===== config.mk =====
export PLATFORM = sky130hd
export DESIGN_NAME = uartt_top
export DESIGN_NICKNAME = d
export VERILOG_FILES = /design/src/rtl/uartt_top.v
export VERILOG_INCLUDE_DIRS = /design/src /design/src/rtl
export SDC_FILE = /design/constraint.sdc
export NUM_CORES = 1
export LEC_CHECK = 0
export BUFFER_PORTS_ARGS = -buffer_cell sky130_fd_sc_hd__buf_2
export CAP_MARGIN = 20
export CORE_MARGIN = 3
export CORE_UTILIZATION = 55
export CTS_BUF_LIST = sky130_fd_sc_hd__clkbuf_16
export CTS_CLUSTER_DIAMETER = 200
export CTS_CLUSTER_SIZE = 28
export DETAILED_ROUTE_END_ITERATION = 8
export PLACE_DENSITY = 0.72
export SYNTH_ARGS = -nofsm -noshare
export SYNTH_HDL_FRONTEND = slang
export SYNTH_SLANG_ARGS = --single-unit
export TNS_END_PERCENT = 20

===== constraint.sdc =====
create_clock -name hclk -period 6.8 [get_ports hclk]
set_input_delay 0.34 -clock hclk [delete_from_list [all_inputs] [get_ports hclk]]
set_output_delay 0.34 -clock hclk [all_outputs]
set_load 0.02 [all_outputs]

===== src/rtl/uartt_map.vh =====
// register offsets, field positions and field encodings of the serial channel block
// assumes a 32-bit AHB-Lite bus with word aligned single transfers
`ifndef UARTT_MAP_VH
`define UARTT_MAP_VH

// ==========================================================
// register byte offsets
`define UARTT_OFS_CTRL     8'h00
`define UARTT_OFS_TXTHR    8'h04
`define UARTT_OFS_STATUS   8'h08
`define UARTT_OFS_DATA     8'h0C
`define UARTT_OFS_IRQST    8'h10
`define UARTT_OFS_IRQMSK   8'h14

// ==========================================================
// control fields
`define UARTT_MODE_LO      0
`define UARTT_MODE_HI      1
`define UARTT_LEN_LO       2
`define UARTT_LEN_HI       3
`define UARTT_MODE_ASYNC   2'h0
`define UARTT_MODE_COD8    2'h1
`define UARTT_MODE_COD16   2'h2
`define UARTT_MODE_AC97    2'h3
`define UARTT_LEN_BASE     4'h5

// ==========================================================
// status fields and threshold width
`define UARTT_ST_BRK       7
`define UARTT_ST_FE        6
`define UARTT_ST_TXSP      2
`define UARTT_ST_RXAV      0
`define UARTT_THR_W        5

// ==========================================================
// interrupt bits
`define UARTT_IRQ_RX       0
`define UARTT_IRQ_TX       1
`define UARTT_IRQ_BRK      2
`define UARTT_IRQ_FE       3
`define UARTT_IRQ_W        4

// ==========================================================
// receiver timing in serial clock ticks
`define UARTT_TICK_MID     4'h7
`define UARTT_TICK_LAST    4'hF
`define UARTT_BRK_HIGH     2'h2

// ==========================================================
// fifo shapes
`define UARTT_RXD          8
`define UARTT_RXP          3
`define UARTT_TXD          16
`define UARTT_TXP          4

`endif


===== src/rtl/uartt_top.v =====
// second serial channel: tx empty threshold, rx break and framing status
// assumes serial tick and tx_load pulses are on hclk; rxd is an async pin
// Contract
// RQ1: threshold is five bits, zero to 31
// RQ2: software writes zero to upper threshold bits
// RQ3: tx fifo empty when bytes <= threshold
// RQ4: threshold serves this channel, all modes
// RQ5: one byte per sample, 8-bit modes
// RQ6: two bytes per sample, 16-bit modes
// RQ7: software scales threshold by bytes per sample
// RQ8: all-zero char without stop sets break
// RQ9: mid-char break needs next char low
// RQ10: a break takes one fifo entry
// RQ11: after break, wait two high ticks
// RQ12: break and framing valid only with data
// RQ13: modem mode reads break and framing zero
// RQ14: missing stop bit sets framing error
// RQ15: stop bit sampled mid first stop
// RQ16: break at bit 7, framing at 6
// RQ17: two-bit mode field, async at reset
// RQ18: tx load to threshold sets tx ready
// RQ19: flags stored with each received char
module uartt_top (
  input  wire        hclk,
  input  wire        hresetn,
  input  wire        hsel,
  input  wire [31:0] haddr,
  input  wire [1:0]  htrans,
  input  wire        hwrite,
  input  wire [2:0]  hsize,
  input  wire [31:0] hwdata,
  input  wire        hready,
  output reg  [31:0] hrdata,
  output wire        hreadyout,
  output wire        hresp,
  output wire        irq,
  input  wire        serial_tick,
  input  wire        rxd,
  input  wire        tx_load,
  output wire        tx_sample_valid,
  output reg  [15:0] tx_sample,
  output wire        tx_wide
);
`include "uartt_map.vh"

  // ==========================================================
  // bus slave
  reg        wr_ff;
  reg  [7:0] wa_ff;
  reg  [1:0] mode_ff;
  reg  [1:0] len_ff;
  reg  [4:0] thr_ff;
  reg  [3:0] imsk_ff;
  reg  [3:0] ist_ff;
  reg        txsp_ff;
  reg  [31:0] nxt_hrdata;
  wire       acc = hsel & htrans[1] & hready;
  wire       rd  = acc & ~hwrite;
  wire [7:0] ra  = haddr[7:0];
  wire       wdo = wr_ff;

  assign hreadyout = 1'b1;
  assign hresp     = 1'b0;

  always @(posedge hclk or negedge hresetn)
    if (!hresetn)
    begin
      wr_ff <= 1'b0;
      wa_ff <= 8'h00;
    end
    else
    begin
      wr_ff <= acc & hwrite;
      wa_ff <= haddr[7:0];
    end

  // ==========================================================
  // control and threshold registers
  wire wctl = wdo & (wa_ff == `UARTT_OFS_CTRL);
  wire wthr = wdo & (wa_ff == `UARTT_OFS_TXTHR);
  wire wdat = wdo & (wa_ff == `UARTT_OFS_DATA);
  wire wist = wdo & (wa_ff == `UARTT_OFS_IRQST);
  wire wmsk = wdo & (wa_ff == `UARTT_OFS_IRQMSK);

  always @(posedge hclk or negedge hresetn)
    if (!hresetn)
    begin
      mode_ff <= `UARTT_MODE_ASYNC;
      len_ff  <= 2'h3;
      thr_ff  <= 5'h00;
      imsk_ff <= 4'h0;
    end
    else
    begin
      // RQ17: mode select
      if (wctl)
        mode_ff <= hwdata[`UARTT_MODE_HI:`UARTT_MODE_LO];
      if (wctl)
        len_ff <= hwdata[`UARTT_LEN_HI:`UARTT_LEN_LO];
      // RQ1: five-bit threshold
      // RQ2: reserved bits dropped
      if (wthr)
        thr_ff <= hwdata[`UARTT_THR_W-1:0];
      if (wmsk)
        imsk_ff <= hwdata[`UARTT_IRQ_W-1:0];
    end

  wire modem = (mode_ff != `UARTT_MODE_ASYNC);
  // RQ6: two-byte samples
  assign tx_wide = mode_ff[1];

  // ==========================================================
  // transmit fifo, one sample per entry
  reg  [15:0] txm [0:`UARTT_TXD-1];
  reg  [3:0]  twp_ff;
  reg  [3:0]  trp_ff;
  reg  [4:0]  tcnt_ff;
  wire        tfull = (tcnt_ff == 5'h10);
  wire        tpush = wdat & ~tfull;
  wire        tpop  = tx_load & (tcnt_ff != 5'h00);
  wire [4:0]  nxt_tcnt = tcnt_ff + {4'h0, tpush} - {4'h0, tpop};
  // RQ5: byte count from samples
  // RQ6: counts step by two
  wire [5:0]  tbytes = tx_wide ? {nxt_tcnt, 1'b0} : {1'b0, nxt_tcnt};
  // RQ3: empty at or below threshold
  // RQ4: one threshold for all modes
  wire        tlow  = (tbytes <= {1'b0, thr_ff});

  assign tx_sample_valid = (tcnt_ff != 5'h00);

  genvar gi;
  generate
    for (gi = 0; gi < `UARTT_TXD; gi = gi + 1)
    begin : g_txm
      always @(posedge hclk)
        if (tpush && twp_ff == gi)
          txm[gi] <= hwdata[15:0];
    end
  endgenerate

  always @(posedge hclk or negedge hresetn)
    if (!hresetn)
    begin
      twp_ff    <= 4'h0;
      trp_ff    <= 4'h0;
      tcnt_ff   <= 5'h00;
      tx_sample <= 16'h0000;
      txsp_ff   <= 1'b1;
    end
    else
    begin
      tcnt_ff <= nxt_tcnt;
      if (tpush)
        twp_ff <= twp_ff + 4'h1;
      if (tpop)
      begin
        trp_ff    <= trp_ff + 4'h1;
        tx_sample <= txm[trp_ff];
      end
      // RQ18: ready on load reaching threshold
      if (tpop && tlow)
        txsp_ff <= 1'b1;
      else if (!tlow)
        txsp_ff <= 1'b0;
    end

  // ==========================================================
  // receiver line synchroniser
  reg rxs1_ff;
  reg rxs2_ff;

  always @(posedge hclk or negedge hresetn)
    if (!hresetn)
    begin
      rxs1_ff <= 1'b1;
      rxs2_ff <= 1'b1;
    end
    else
    begin
      rxs1_ff <= rxd;
      rxs2_ff <= rxs1_ff;
    end

  // ==========================================================
  // receiver state machine
  localparam S_IDLE = 3'h0;
  localparam S_STRT = 3'h1;
  localparam S_DATA = 3'h2;
  localparam S_STOP = 3'h3;
  localparam S_BRKW = 3'h4;

  reg  [2:0] st_ff;
  reg  [3:0] tk_ff;
  reg  [2:0] bit_ff;
  reg  [7:0] sh_ff;
  reg  [1:0] hi_ff;
  reg        push_ff;
  reg        fe_ff;
  reg        brk_ff;
  wire [3:0] nbits = `UARTT_LEN_BASE + {2'h0, len_ff};

  always @(posedge hclk or negedge hresetn)
    if (!hresetn)
    begin
      st_ff   <= S_IDLE;
      tk_ff   <= 4'h0;
      bit_ff  <= 3'h0;
      sh_ff   <= 8'h00;
      hi_ff   <= 2'h0;
      push_ff <= 1'b0;
      fe_ff   <= 1'b0;
      brk_ff  <= 1'b0;
    end
    else
    begin
      push_ff <= 1'b0;
      if (serial_tick)
      begin
        tk_ff <= tk_ff + 4'h1;
        case (st_ff)
          S_IDLE:
            if (!rxs2_ff)
            begin
              st_ff <= S_STRT;
              tk_ff <= 4'h0;
            end
          S_STRT:
            if (tk_ff == `UARTT_TICK_MID)
            begin
              st_ff  <= rxs2_ff ? S_IDLE : S_DATA;
              tk_ff  <= 4'h0;
              bit_ff <= 3'h0;
              sh_ff  <= 8'h00;
            end
          S_DATA:
            if (tk_ff == `UARTT_TICK_LAST)
            begin
              sh_ff[bit_ff] <= rxs2_ff;
              bit_ff <= bit_ff + 3'h1;
              if ({1'b0, bit_ff} == nbits - 4'h1)
                st_ff <= S_STOP;
            end
          S_STOP:
            // RQ15: mid stop sample
            if (tk_ff == `UARTT_TICK_LAST)
            begin
              push_ff <= 1'b1;
              // RQ14: no stop bit
              fe_ff <= ~rxs2_ff;
              // RQ8: all-zero char, no stop
              // RQ9: mid-char break caught next char
              brk_ff <= ~rxs2_ff & (sh_ff == 8'h00);
              st_ff  <= (~rxs2_ff & (sh_ff == 8'h00)) ? S_BRKW : S_IDLE;
              hi_ff  <= 2'h0;
            end
          S_BRKW:
          begin
            // RQ11: line high two ticks
            hi_ff <= rxs2_ff ? hi_ff + 2'h1 : 2'h0;
            if (rxs2_ff && hi_ff == `UARTT_BRK_HIGH - 2'h1)
              st_ff <= S_IDLE;
          end
          default:
            st_ff <= S_IDLE;
        endcase
      end
    end

  // ==========================================================
  // receive fifo, char with its own flags
  reg  [9:0] rxm [0:`UARTT_RXD-1];
  reg  [2:0] rwp_ff;
  reg  [2:0] rrp_ff;
  reg  [3:0] rcnt_ff;
  wire       rav   = (rcnt_ff != 4'h0);
  // RQ10: one entry per break
  wire       rpush = push_ff & (rcnt_ff != 4'h8);
  wire       rpop  = rd & (ra == `UARTT_OFS_DATA) & rav;
  wire [9:0] rhead = rxm[rrp_ff];

  generate
    for (gi = 0; gi < `UARTT_RXD; gi = gi + 1)
    begin : g_rxm
      // RQ19: flags stored per char
      always @(posedge hclk)
        if (rpush && rwp_ff == gi)
          rxm[gi] <= {brk_ff, fe_ff, sh_ff};
    end
  endgenerate

  always @(posedge hclk or negedge hresetn)
    if (!hresetn)
    begin
      rwp_ff  <= 3'h0;
      rrp_ff  <= 3'h0;
      rcnt_ff <= 4'h0;
    end
    else
    begin
      rcnt_ff <= rcnt_ff + {3'h0, rpush} - {3'h0, rpop};
      if (rpush)
        rwp_ff <= rwp_ff + 3'h1;
      if (rpop)
        rrp_ff <= rrp_ff + 3'h1;
    end

  // ==========================================================
  // status word
  reg [7:0] stat;

  always @*
  begin
    stat = 8'h00;
    // RQ12: flags only with data
    // RQ13: zero in modem mode
    // RQ16: break bit 7, framing bit 6
    stat[`UARTT_ST_BRK]  = rav & ~modem & rhead[9];
    stat[`UARTT_ST_FE]   = rav & ~modem & rhead[8];
    stat[`UARTT_ST_TXSP] = txsp_ff;
    stat[`UARTT_ST_RXAV] = rav;
  end

  // ==========================================================
  // interrupt status, write one to clear, set wins
  wire [3:0] iev;
  assign iev[`UARTT_IRQ_RX]  = rpush;
  assign iev[`UARTT_IRQ_TX]  = tpop & tlow;
  assign iev[`UARTT_IRQ_BRK] = rpush & brk_ff;
  assign iev[`UARTT_IRQ_FE]  = rpush & fe_ff;

  always @(posedge hclk or negedge hresetn)
    if (!hresetn)
      ist_ff <= 4'h0;
    else
      ist_ff <= iev | (ist_ff & ~(wist ? hwdata[3:0] : 4'h0));

  assign irq = |(ist_ff & imsk_ff);

  // ==========================================================
  // read data, registered in the address phase
  always @*
  begin
    nxt_hrdata = 32'h00000000;
    case (ra)
      `UARTT_OFS_CTRL:
        nxt_hrdata = {28'h0000000, len_ff, mode_ff};
      `UARTT_OFS_TXTHR:
        nxt_hrdata = {27'h0000000, thr_ff};
      `UARTT_OFS_STATUS:
        nxt_hrdata = {24'h000000, stat};
      `UARTT_OFS_DATA:
        nxt_hrdata = {24'h000000, rav ? rhead[7:0] : 8'h00};
      `UARTT_OFS_IRQST:
        nxt_hrdata = {28'h0000000, ist_ff};
      `UARTT_OFS_IRQMSK:
        nxt_hrdata = {28'h0000000, imsk_ff};
      default:
        nxt_hrdata = 32'h00000000;
    endcase
  end

  always @(posedge hclk or negedge hresetn)
    if (!hresetn)
      hrdata <= 32'h00000000;
    else if (rd)
      hrdata <= nxt_hrdata;

endmodule // uartt_top


==> impl_metrics.csv, run 1 <==
group,metric,value,unit
layout,fillCellCount,2324,
synthesis,seq_area_frac_synth,0.6971,
cts,clock_sinks,435,
sta,finalClockSkew,0.01849,ns
sta,worst_slack,2.331,ns
routing,wire_per_inst,22.14,um
hold_path,whs_path_depth,1,
global_route,groute.usage.overall,0.1960,
layout,final_util,0.6096,
synthesis,synthFlopType,"edfxtp_1",
floorplanning,initial_core_util,0.5643,
worst_setup_path,r2r-start,"tcnt_ff[2]",
pwr,p_per_area,315.3,nW/um^2
cts,cts_buffer_depth,3,
synthesis,synth_cell_types,64,
synthesis,synth_area_leaders,"edfxtp_1 56%, dfrtp_1 13%, mux4_2 11%",
sta,max_slew.worst_pin.slew,0.9698,ns
routing,ant_nets,0,
layout,drive_above_1_share,0.2382,
placement,pre_cts_ws,2.337,ns
synthesis,synth_edf_count,336,
hold_path,min_from,"haddr[4]",
cts,cts_resized,0,
pwr,peakVddDrop,0.0003681,V
routing,wl,34070,um
routing,first_pass_iters,5,
floorplanning,die_height,187.1,um
synthesis,yosysTopAreaCell,"edfxtp_1",
synthesis,synth_warnings,0,
sta,fin_crit_sh,0.6572,
synthesis,synthCells,1020,
floorplanning,row_count,65,
cts,cts_tree,"yes",
placement,dp_hpwl,21000,um
sta,setup_viol,0,
cts,postCtsSetupRepairBufs,0,
worst_setup_path,cp_data_required_time,7.24,ns
global_route,antenna_found_initial,0,
layout,fin_cells,1539,
worst_setup_path,end_kind,"flop",
worst_setup_path,r2r-end,"ist_ff[1]",
routing,vias_per_cell,5.830,
sta,tns,0,ns
placement,placed_cells,1494,
floorplanning,ios,130,
layout,nNetsFinal,1203,
synthesis,synth.avg_cell_area,17.68,um^2
global_route,grt_first_pass_wirelength,53520,um
placement,gp_congestion,0.7694,
sta,grt_setup_unrepaired,"false",
worst_setup_path,r2r_slack,2.33,ns
sta,min_period,4.469,ns
cts,root_buffer,"clkbuf_16",
routing,drt-initial-drc-count,665,
flow_run,cap_viol_max_count,0,
hold_path,hold_end,"wa_ff[4]",
cts,clk_pin_slew,0.11,ns
cts,cts_max_level,1,
layout,fin_area,19480,um^2
sta,fmax,0.2238,GHz
pwr,p_total,6.143,mW
placement,port_buffers,59,
routing,vias,8972,
placement,placed_cell_area,18820,um^2
worst_setup_path,worstPathMaxFanout,34,
synthesis,synth_area,18040,um^2
floorplanning,core,31960,um^2
layout,num_antenna_cells,0,
worst_setup_path,worstPathArrival,4.91,ns
worst_setup_path,crit_type,"reg2reg",
global_route,grt_overflow,0,
floorplanning,die-width,187.1,um
global_route,grt_pass1_vias,9128,
sta,slew_viol_final,0,
status,status,"finished clean",
sta,max_slew_margin,0.3534,
cts,clk_latency,0.54,ns
sta,hold_ws,0.03034,ns
synthesis,synthArstFlopShare,0.2276,
cts,cts_made_buffers,19,
sta,hold_viol,0,
worst_setup_path,start_kind,"flop",
layout,syn2layout_area_growth,8.026,%
global_route,grt_max_degree,67,
synthesis,synth_top_area_share,0.5594,
hold_path,min-delay-path-class,"in2reg",
routing,drc,0,
synthesis,synth_seq_cells,435,
floorplanning,dieArea,35000,um^2
worst_setup_path,r2r_cells,17,
pwr,leakage,6.964,nW
-- logic make-up (layout without fill, tap and decap cells) --
| family | count (synthesis) | in the layout | synth area share |
|---|---|---|---|
| DFF | 435 | 435 | 0.6971 |
| muxes | 173 | 173 | 0.1592 |
| buffers and inverters | 108 | 168 | 0.03025 |
| and+or+nand+nor | 175 | 175 | 0.05293 |
| xor gates and xnor gates | 19 | 19 | 0.009227 |
| other | 2 | 26 | 0.0004164 |
| AOI/OAI and AO/OA | 74 | 74 | 0.02643 |
| adders and majority gates | 34 | 34 | 0.02442 |
-- synth_stat cells, drive strengths merged, types with 6 or more instances --
master and number:
and3 9, dfrtp 94, inv 39, ha 32
xnor2 14, nor2 33, buf 48, o21ai 28
mux4 86, nor3 10, nand3 11, nand3b 7
edfxtp 336, mux2 39, a21oi 11, nor4 6
clkbuf 21, mux2i 48, nand2 57
-- repair_timing --
action / in CTS / in global routing
setup endpoints to repair: 0 / 0
hold buffers: 10 / 0
hold endpoints to repair: 51 / 0
-- sequential cells by signal, indices dropped and copies added, names as in the netlist, 5 cells and up --
| signal | flops |
|---|---|
| rxm | 80 |
| thr_ff | 5 |
| sh_ff | 8 |
| tcnt_ff | 5 |
| wa_ff | 8 |
| hrdata | 8 |
| txm | 256 |
| tx_sample | 16 |
-- final cells by class --
type / instances / area, um^2 / area share
Timing Repair Buffer: 96 / 610.6 / 0.03134
Clock inverter: 14 / 70.07 / 0.003596
Inverter: 39 / 146.4 / 0.007513
Clock buffer: 19 / 475.5 / 0.02440
Multi-Input combinational cell: 501 / 5057 / 0.2596
Tap cell: 435 / 544.3 / 0.02793
Sequential cell: 435 / 12580 / 0.6456
-- critical path, stage by stage (launching register included) --
cell	delay, ns
dfrtp_1	0.40
inv_1	0.08
ha_1	0.16
or4b_1	0.46
nand2_1	0.09
buf_4	0.34
inv_1	0.22
ha_1	0.33
inv_1	0.04
ha_1	0.20
fa_1	0.40
xor2_1	0.20
mux2_2	0.29
ha_1	0.29
o21ai_0	0.21
a21oi_1	0.07
o31a_1	0.26
o41ai_1	0.33
-- placed cells by master, fill, tap and decap left out, types with 3 or more instances in the layout --
cell type	netlist	routed
o21ai_0	28	28
and3_1	9	9
nand2b_1	5	5
nand3b_1	7	7
buf_2	13	59
a21o_1	4	4
nor3_2	1	5
dfrtp_1	94	91
nor2_1	33	21
nand2_1	57	57
dlygate4sd3_1	0	10
o22ai_1	4	4
nand4b_1	4	4
xnor2_1	14	14
ha_1	32	32
edfxtp_1	336	336
o41ai_1	4	4
or4_1	3	3
mux2i_1	48	48
mux2_2	35	35
nor3_1	9	5
o211ai_1	5	5
mux2_4	4	4
clkbuf_16	0	19
nand4_1	5	5
and2_1	4	4
nor2_2	0	12
conb_1	2	26
nor4_1	4	4
inv_1	39	51
nor2b_1	4	4
xor2_1	5	5
dfstp_2	5	5
mux4_2	86	86
buf_4	31	25
nor3b_1	3	3
a21oi_1	11	11
nand3_1	11	11
-- routing by layer --
layer | global-route usage | part of all wire | vias up
li1 | - | - | 4030
met1 | 0.2865 | 0.44 | 4730
met2 | 0.3276 | 0.50 | 177
met3 | 0.02174 | 0.043 | 35
met4 | 0.03722 | 0.013 | 0
met5 | 0 | 0 | -
-- power breakdown --
group / switching (mW) / total, mW / internal (mW) / leakage, nW
Clock: 0.773 / 1.30 / 0.523 / 0.309
Combinational: 0.842 / 1.67 / 0.824 / 2.37
Sequential: 0.166 / 3.18 / 3.01 / 4.29
-- how the worst max path moves through the flow --
stage,slack [ns],cells past startpoint,startpoint,endpoint
2_1_floorplan,2.88,16,tcnt_ff[3],ist_ff[1]
4_1_cts,2.31,17,tcnt_ff[2],ist_ff[1]
3_5_place_dp,2.34,17,tcnt_ff[2],ist_ff[1]
6_report,2.33,17,tcnt_ff[2],ist_ff[1]
3_3_place_gp,2.49,17,tcnt_ff[3],ist_ff[1]
5_1_grt,1.96,17,tcnt_ff[2],ist_ff[1]
Power figures use the tool's default switching activity.
==> run 2, diff against run 1 <==
- ABC_AREA: not set -> 1
- clock period: 6.8 -> 4.7 ns (I/O delays scaled with it)
==> run 2 against run 1 <==
Net effect: combinational power increased by 62%; global-route usage increased by 4.0 points; critical endpoint is now txsp_ff; design area increased by 2.5%; synthesized cell count increased by 63%; clock-buffer cell count unchanged; highest routed layer is now met5; total power increased by 50%; register-to-register slack got worse by 1.4 ns.
==> impl_metrics.csv, run 2 <==
group,metric,value,unit
status,status,"finished clean",
global_route,groute.usage.overall,0.2358,
pwr,clkPwrFrac,0.205,
synthesis,synth_mux_area_frac,0.0006052,
hold_path,min-delay-path-class,"in2reg",
pwr,p_switching,3.235,mW
pwr,peakVddDrop,0.0003982,V
global_route,grt_pass1_vias,12030,
synthesis,synthArstFlopShare,0.2276,
synthesis,synth_warnings,0,
synthesis,synth_seq_cells,435,
floorplanning,row_count,66,
placement,dp_hpwl,25660,um
routing,ant_nets,0,
layout,nNetsFinal,1828,
global_route,grt_overflow,0,
hold_path,whs_path_depth,1,
cts,clk_pin_slew,0.11,ns
global_route,grt_max_degree,100,
worst_setup_path,worstPathMaxFanout,19,
global_route,grt_first_pass_wirelength,66390,um
global_route,antenna_found_initial,5,
worst_setup_path,cp_data_required_time,5.17,ns
layout,fillCellCount,2593,
sta,min_period,3.811,ns
routing,wire_per_inst,19.30,um
worst_setup_path,worstPathArrival,4.28,ns
routing,drt-initial-drc-count,1508,
floorplanning,ios,130,
synthesis,synth_edf_count,336,
cts,postCtsSetupRepairBufs,0,
layout,final_common_cell,"edfxtp_1",
floorplanning,initial_core_util,0.5647,
layout,top_regs,"txm: 256 flops, rxm: 80 flops, tx_sample: 16 flops",
layout,regMostFlops,"txm",
layout,drive_above_1_share,0.09075,
worst_setup_path,r2r-end,"txsp_ff",
sta,max_slew_margin,0.2619,
cts,cts_made_buffers,19,
sta,slew_viol_final,0,
sta,fin_crit_sh,0.8109,
floorplanning,die-width,189.9,um
synthesis,yosys.area_share.simple,0.1548,
flow_run,cap_viol_max_count,0,
worst_setup_path,crit_type,"reg2reg",
pwr,share_comb_of_total_power,0.295,
sta,finalClockSkew,0.02787,ns
worst_setup_path,start_kind,"flop",
sta,fmax,0.2624,GHz
synthesis,synthAdderAreaFrac,0.02367,
cts,root_buffer,"clkbuf_16",
cts,cts_max_level,1,
placement,gp_congestion,0.8435,
synthesis,synth_top_family_by_area,"simple AND/OR/NAND/NOR gates",
pwr,p_int,5.972,mW
cts,clock_sinks,435,
pwr,leakage,7.821,nW
cts,cts_tree,"yes",
floorplanning,core,32950,um^2
sta,max_slew.worst_pin.slew,1.103,ns
synthesis,synth_xor_area_frac,0.008002,
routing,first_pass_iters,5,
routing,wl,41980,um
cts,cts_buffer_depth,3,
routing,vias_per_cell,5.689,
synthesis,synth.avg_cell_area,11.18,um^2
synthesis,seq_area_frac_synth,0.6757,
synthesis,yosysTopAreaCell,"edfxtp_1",
worst_setup_path,end_kind,"flop",
worst_setup_path,r2r-start,"tcnt_ff[3]",
pwr,switching_share,0.3514,
layout,syn2layout_area_growth,7.350,%
layout,final_cell_mix,"336 x edfxtp_1, 272 x nand2_1, 259 x nor2_1",
hold_path,min_from,"hwdata[5]",
hold_path,hold_end,"txm[9][5]",
sta,setup_viol,0,
synthesis,synthCells,1665,
cts,clk_latency,0.54,ns
worst_setup_path,r2r_cells,21,
pwr,seq_power_share,0.500,
layout,largest_reg_flops,256,
placement,port_buffers,59,
worst_setup_path,r2r_slack,0.89,ns
synthesis,synthMostInstantiatedCell,"edfxtp_1",
sta,grt_setup_unrepaired,"false",
synthesis,synthFlopType,"edfxtp_1",
synthesis,netlist_top_cells_count,"336 x edfxtp_1, 275 x nor2_1, 272 x nand2_1, 171 x o21ai_0, 113 x nand3_1",
synthesis,synth_top_area_share,0.5423,
routing,drc,0,
synthesis,synth_area,18610,um^2
synthesis,synth_cell_types,44,
floorplanning,dieArea,36070,um^2
routing,vias,12370,
pwr,p_total,9.207,mW
floorplanning,die_height,189.9,um
sta,hold_viol,0,
synthesis,synth_area_leaders,"edfxtp_1 54%, dfrtp_1 13%, nor2_1 5.5%",
sta,tns,0,ns
synthesis,synth_compound_area_frac,0.08385,
pwr,p_per_area,460.9,nW/um^2
## run 2: cell count changes in the layout (fill, tap and decap cells not counted), sizes merged, moves of 59 or more
cell,delta
mux4,-86
nand2,+218
nand3,+102
o211ai,+59
o21ai,+167
nor2,+244
## run 2: critical path, cell delays in order (launching register included)
cell and delay [ns]:
dfrtp_1 0.41, inv_1 0.09, ha_1 0.19, nand4_1 0.17, nand2_2 0.41, inv_1 0.12
ha_1 0.29, inv_1 0.04, ha_1 0.20, fa_1 0.41, a21oi_1 0.14, nor2_1 0.05
nor2_1 0.10, xor2_1 0.25, nand2_1 0.07, o21ai_0 0.09, ha_1 0.27, nand2_1 0.08
nand2_1 0.05, o21ai_0 0.10, nand3_1 0.13, nand2_1 0.08
## run 2: worst max path at each step
stage,start,to,slack [ns],cells past startpoint
floorplan,tcnt_ff[3],ist_ff[1],1.19,21
global placement,tcnt_ff[3],ist_ff[1],1.07,20
detailed placement,tcnt_ff[3],txsp_ff,0.95,21
CTS,tcnt_ff[3],txsp_ff,0.88,21
global route,tcnt_ff[3],ist_ff[1],0.53,21
finish,tcnt_ff[3],txsp_ff,0.89,21
## run 2: repair_timing
item                      CTS  global route
resized for setup           0             0
hold buffers               14             0
hold endpoints to repair   65             0
## run 2: per-layer routing
layer  part of all wire  vias to the layer above  track usage
met5            0.00064                        -            0
met1               0.42                     6013       0.3491
li1                   -                     5788            -
met4              0.014                        4      0.04834
met3              0.098                       49      0.04367
met2               0.46                      519       0.3716
## run 2: cell families after synthesis
kind of cell,after synthesis
and+or+nand+nor,702
DFF,435
AOI/OAI and AO/OA,277
buffers and inverters,197
adders and majority gates,34
xor gates and xnor gates,17
other,2
muxes,1
## run 2: area by class of cell
type	instances	area, um^2	area share
clock inverters	15	73.82	0.003696
well taps	442	553.0	0.02769
flip-flops and latches	435	12580	0.6299
diodes	3	7.507	0.0003758
multi-input cells	1057	5179	0.2593
repair buffers	110	750.7	0.03758
clock buffers	19	475.5	0.02380
inverters	94	354.1	0.01773
## run 2: stage by stage
stage	util	instance area, um^2	cells	setup slack (ns)	hold slack, ns
finish	0.6062	19970	2175	0.8886	0.05686
global route	0.6061	19970	2174	0.5285	0.05091
CTS	0.6060	19970	2172	0.8814	0.02777
detailed placement	0.5851	19280	2124	0.9474	0.3418
global placement	0.5833	19220	2121	1.072	0.3407
floorplan	-	18700	1689	1.194	-0.06059
## run 2: power by group through the flow
stage | clock (mW) | sequential [mW] | combinational, mW
floorplan | 0 | 4.62 | 2.06
global placement | 0 | 4.68 | 2.61
detailed placement | 0 | 4.69 | 2.68
CTS | 1.93 | 4.60 | 2.70
global route | 2.07 | 4.63 | 3.07
finish | 1.89 | 4.60 | 2.71
==> run 3, diff against run 2 <==
- ABC_AREA: 1 -> 0
- CORE_UTILIZATION: 55 -> 54
- PLACE_DENSITY: 0.72 -> 0.73
- clock period: 4.7 -> 3.1 ns (I/O delays scaled with it)
==> run 3 against run 2 <==
Net effect: the flow now finishes with violations (setup timing); sequential share of layout area about the same; die area decreased by 1.2%; combinational power increased by 43%; via count decreased by 26%; clock skew decreased by 0.0051 ns; largest power group unchanged; hold slack got worse by 0.016 ns.
==> impl_metrics.csv, run 3 (synthesis gave the netlist of run 1 again) <==
group,metric,value,unit
worst_setup_path,worstPathMaxFanout,2,
global_route,antenna_found_initial,2,
sta,slew_viol_final,0,
layout,register_area,12580,um^2
routing,wl,35040,um
sta,hold_ws,0.04061,ns
worst_setup_path,start_kind,"flop",
global_route,grt_max_degree,67,
cts,cts_tree,"yes",
routing,drc,0,
layout,multi_input_area,5099,um^2
flow_run,cap_viol_max_count,0,
layout,fillCellCount,2387,
routing,drt-initial-drc-count,704,
sta,tns,-1.062,ns
placement,pre_cts_ws,-0.5761,ns
global_route,grt_pass1_vias,9267,
pwr,p_per_area,691.5,nW/um^2
worst_setup_path,cp_data_required_time,3.53,ns
floorplanning,core,32700,um^2
pwr,leakage,7.236,nW
hold_path,min_from,"hwdata[0]",
routing,vias,9138,
layout,drive_above_1_share,0.2671,
sta,min_period,3.684,ns
cts,clock_sinks,435,
sta,fin_crit_sh,1.188,
layout,regMostFlops,"txm",
cts,root_buffer,"clkbuf_16",
floorplanning,die-width,188.8,um
routing,wire_per_inst,21.91,um
worst_setup_path,r2r-end,"ist_ff[1]",
worst_setup_path,crit_path_start,"wa_ff[0]",
sta,max_slew.worst_pin.slew,0.8051,ns
layout,final_common_cell,"edfxtp_1",
floorplanning,ios,130,
hold_path,whs_path_depth,1,
floorplanning,dieArea,35630,um^2
floorplanning,row_count,66,
worst_setup_path,r2r_cells,16,
routing,ant_nets,0,
global_route,grt_first_pass_wirelength,54740,um
cts,clk_pin_slew,0.11,ns
sta,hold_viol,0,
layout,nNetsFinal,1255,
worst_setup_path,r2r-start,"wa_ff[0]",
sta,setup_viol,2,
worst_setup_path,worst_path_max_delay_cell,"or4bb_1",
cts,cts_made_buffers,19,
floorplanning,initial_core_util,0.5515,
worst_setup_path,critPathMaxStageDelay,0.55,ns
status,status,"finished with violations",
layout,syn2layout_area_growth,10.79,%
cts,clk_latency,0.54,ns
floorplanning,die_height,188.8,um
cts,cts_buffer_depth,3,
layout,largest_reg_flops,256,
hold_path,hold_end,"txm[3][0]",
placement,gp_congestion,0.8028,
sta,max_slew_margin,0.4633,
placement,port_buffers,59,
status,violations,"setup timing",
layout,final_cell_mix,"336 x edfxtp_1, 91 x dfrtp_1, 86 x mux4_2",
worst_setup_path,crit_family,"adder cells",
sta,finalClockSkew,0.02282,ns
sta,grt_setup_unrepaired,"true",
layout,top_regs,"txm: 256 flops, rxm: 80 flops, tx_sample: 16 flops",
global_route,groute.usage.overall,0.1991,
cts,cts_max_level,1,
global_route,grt_overflow,0,
layout,num_antenna_cells,0,
sta,fmax,0.2714,GHz
worst_setup_path,worstPathArrival,4.11,ns
hold_path,min-delay-path-class,"in2reg",
routing,first_pass_iters,6,
worst_setup_path,crit_type,"reg2reg",
routing,vias_per_cell,5.715,
pwr,peakVddDrop,0.0004422,V
worst_setup_path,path_buf_inv,2,
pwr,p_total,13.82,mW
sta,worst_slack,-0.5841,ns
worst_setup_path,path_cells,"or4bb_1, nor4_4, inv_1, ha_1, inv_1, ha_2, fa_2, a21oi_2, o21bai_1, xor2_1, mux2i_1, ha_1, nor2_2, a21oi_1, o31a_1, o41ai_2",
placement,dp_hpwl,22510,um
worst_setup_path,end_kind,"flop",
worst_setup_path,r2r_slack,-0.58,ns
## run 3: cell types whose count changed in the layout (fill, tap and decap cells not counted), moves of 28 or more
cell and change:
buf_4 +28, inv_1 -48, mux2_2 +33, o211ai_1 -58
mux2i_1 +48, nor2_1 -239, nand2_1 -216, o21ai_0 -144
nand3_1 -102, mux4_2 +86
## run 3: area by class of cell
type                       count  share of cell area
sequential                   435              0.6295
clock buffer                  19             0.02379
timing repair buffer         148             0.05285
multi-input combinational    501              0.2552
inverter                      39            0.007326
clock inverter                15            0.003694
tap                          442             0.02768
## run 3: where the power goes
| part | leakage (nW) | internal (mW) | total, mW | switching (mW) |
|---|---|---|---|---|
| Clock | 0.315 | 1.15 | 2.85 | 1.70 |
| Combinational | 2.64 | 2.00 | 3.87 | 1.87 |
| Sequential | 4.28 | 6.61 | 7.10 | 0.486 |
## run 3: worst max-delay path by stage
stage           endpoint  depth (start not counted)
2_1_floorplan  ist_ff[1]                         14
3_3_place_gp   ist_ff[1]                         16
3_5_place_dp   ist_ff[1]                         16
4_1_cts        ist_ff[1]                         16
5_1_grt        ist_ff[1]                         16
6_report       ist_ff[1]                         16
## run 3: per-stage QoR
stage | area, um^2 | std cells | utilization
after floorplan | 18160 | 1044 | -
after global placement | 19140 | 1537 | 0.5854
after detailed placement | 19140 | 1537 | 0.5854
after CTS | 19950 | 1596 | 0.6102
after global routing | 19980 | 1599 | 0.6111
final | 19980 | 1599 | 0.6111
## run 3: timing repair
item                                   in CTS  in global routing
setup endpoints to repair                   2                  2
endpoints found under the hold margin     212                  0
hold buffers                               24                  0
setup buffers                               1                  2
resized for setup                           3                  1
pin swaps                                   4                  3
## run 3: metal layers
layer  vias up  track usage  share of wire
met5         -            0        0.00037
met4         2      0.03867          0.016
met3        34      0.02344          0.047
met2       216       0.3331           0.50
met1      4736       0.2898           0.44
li1       4150            -              -
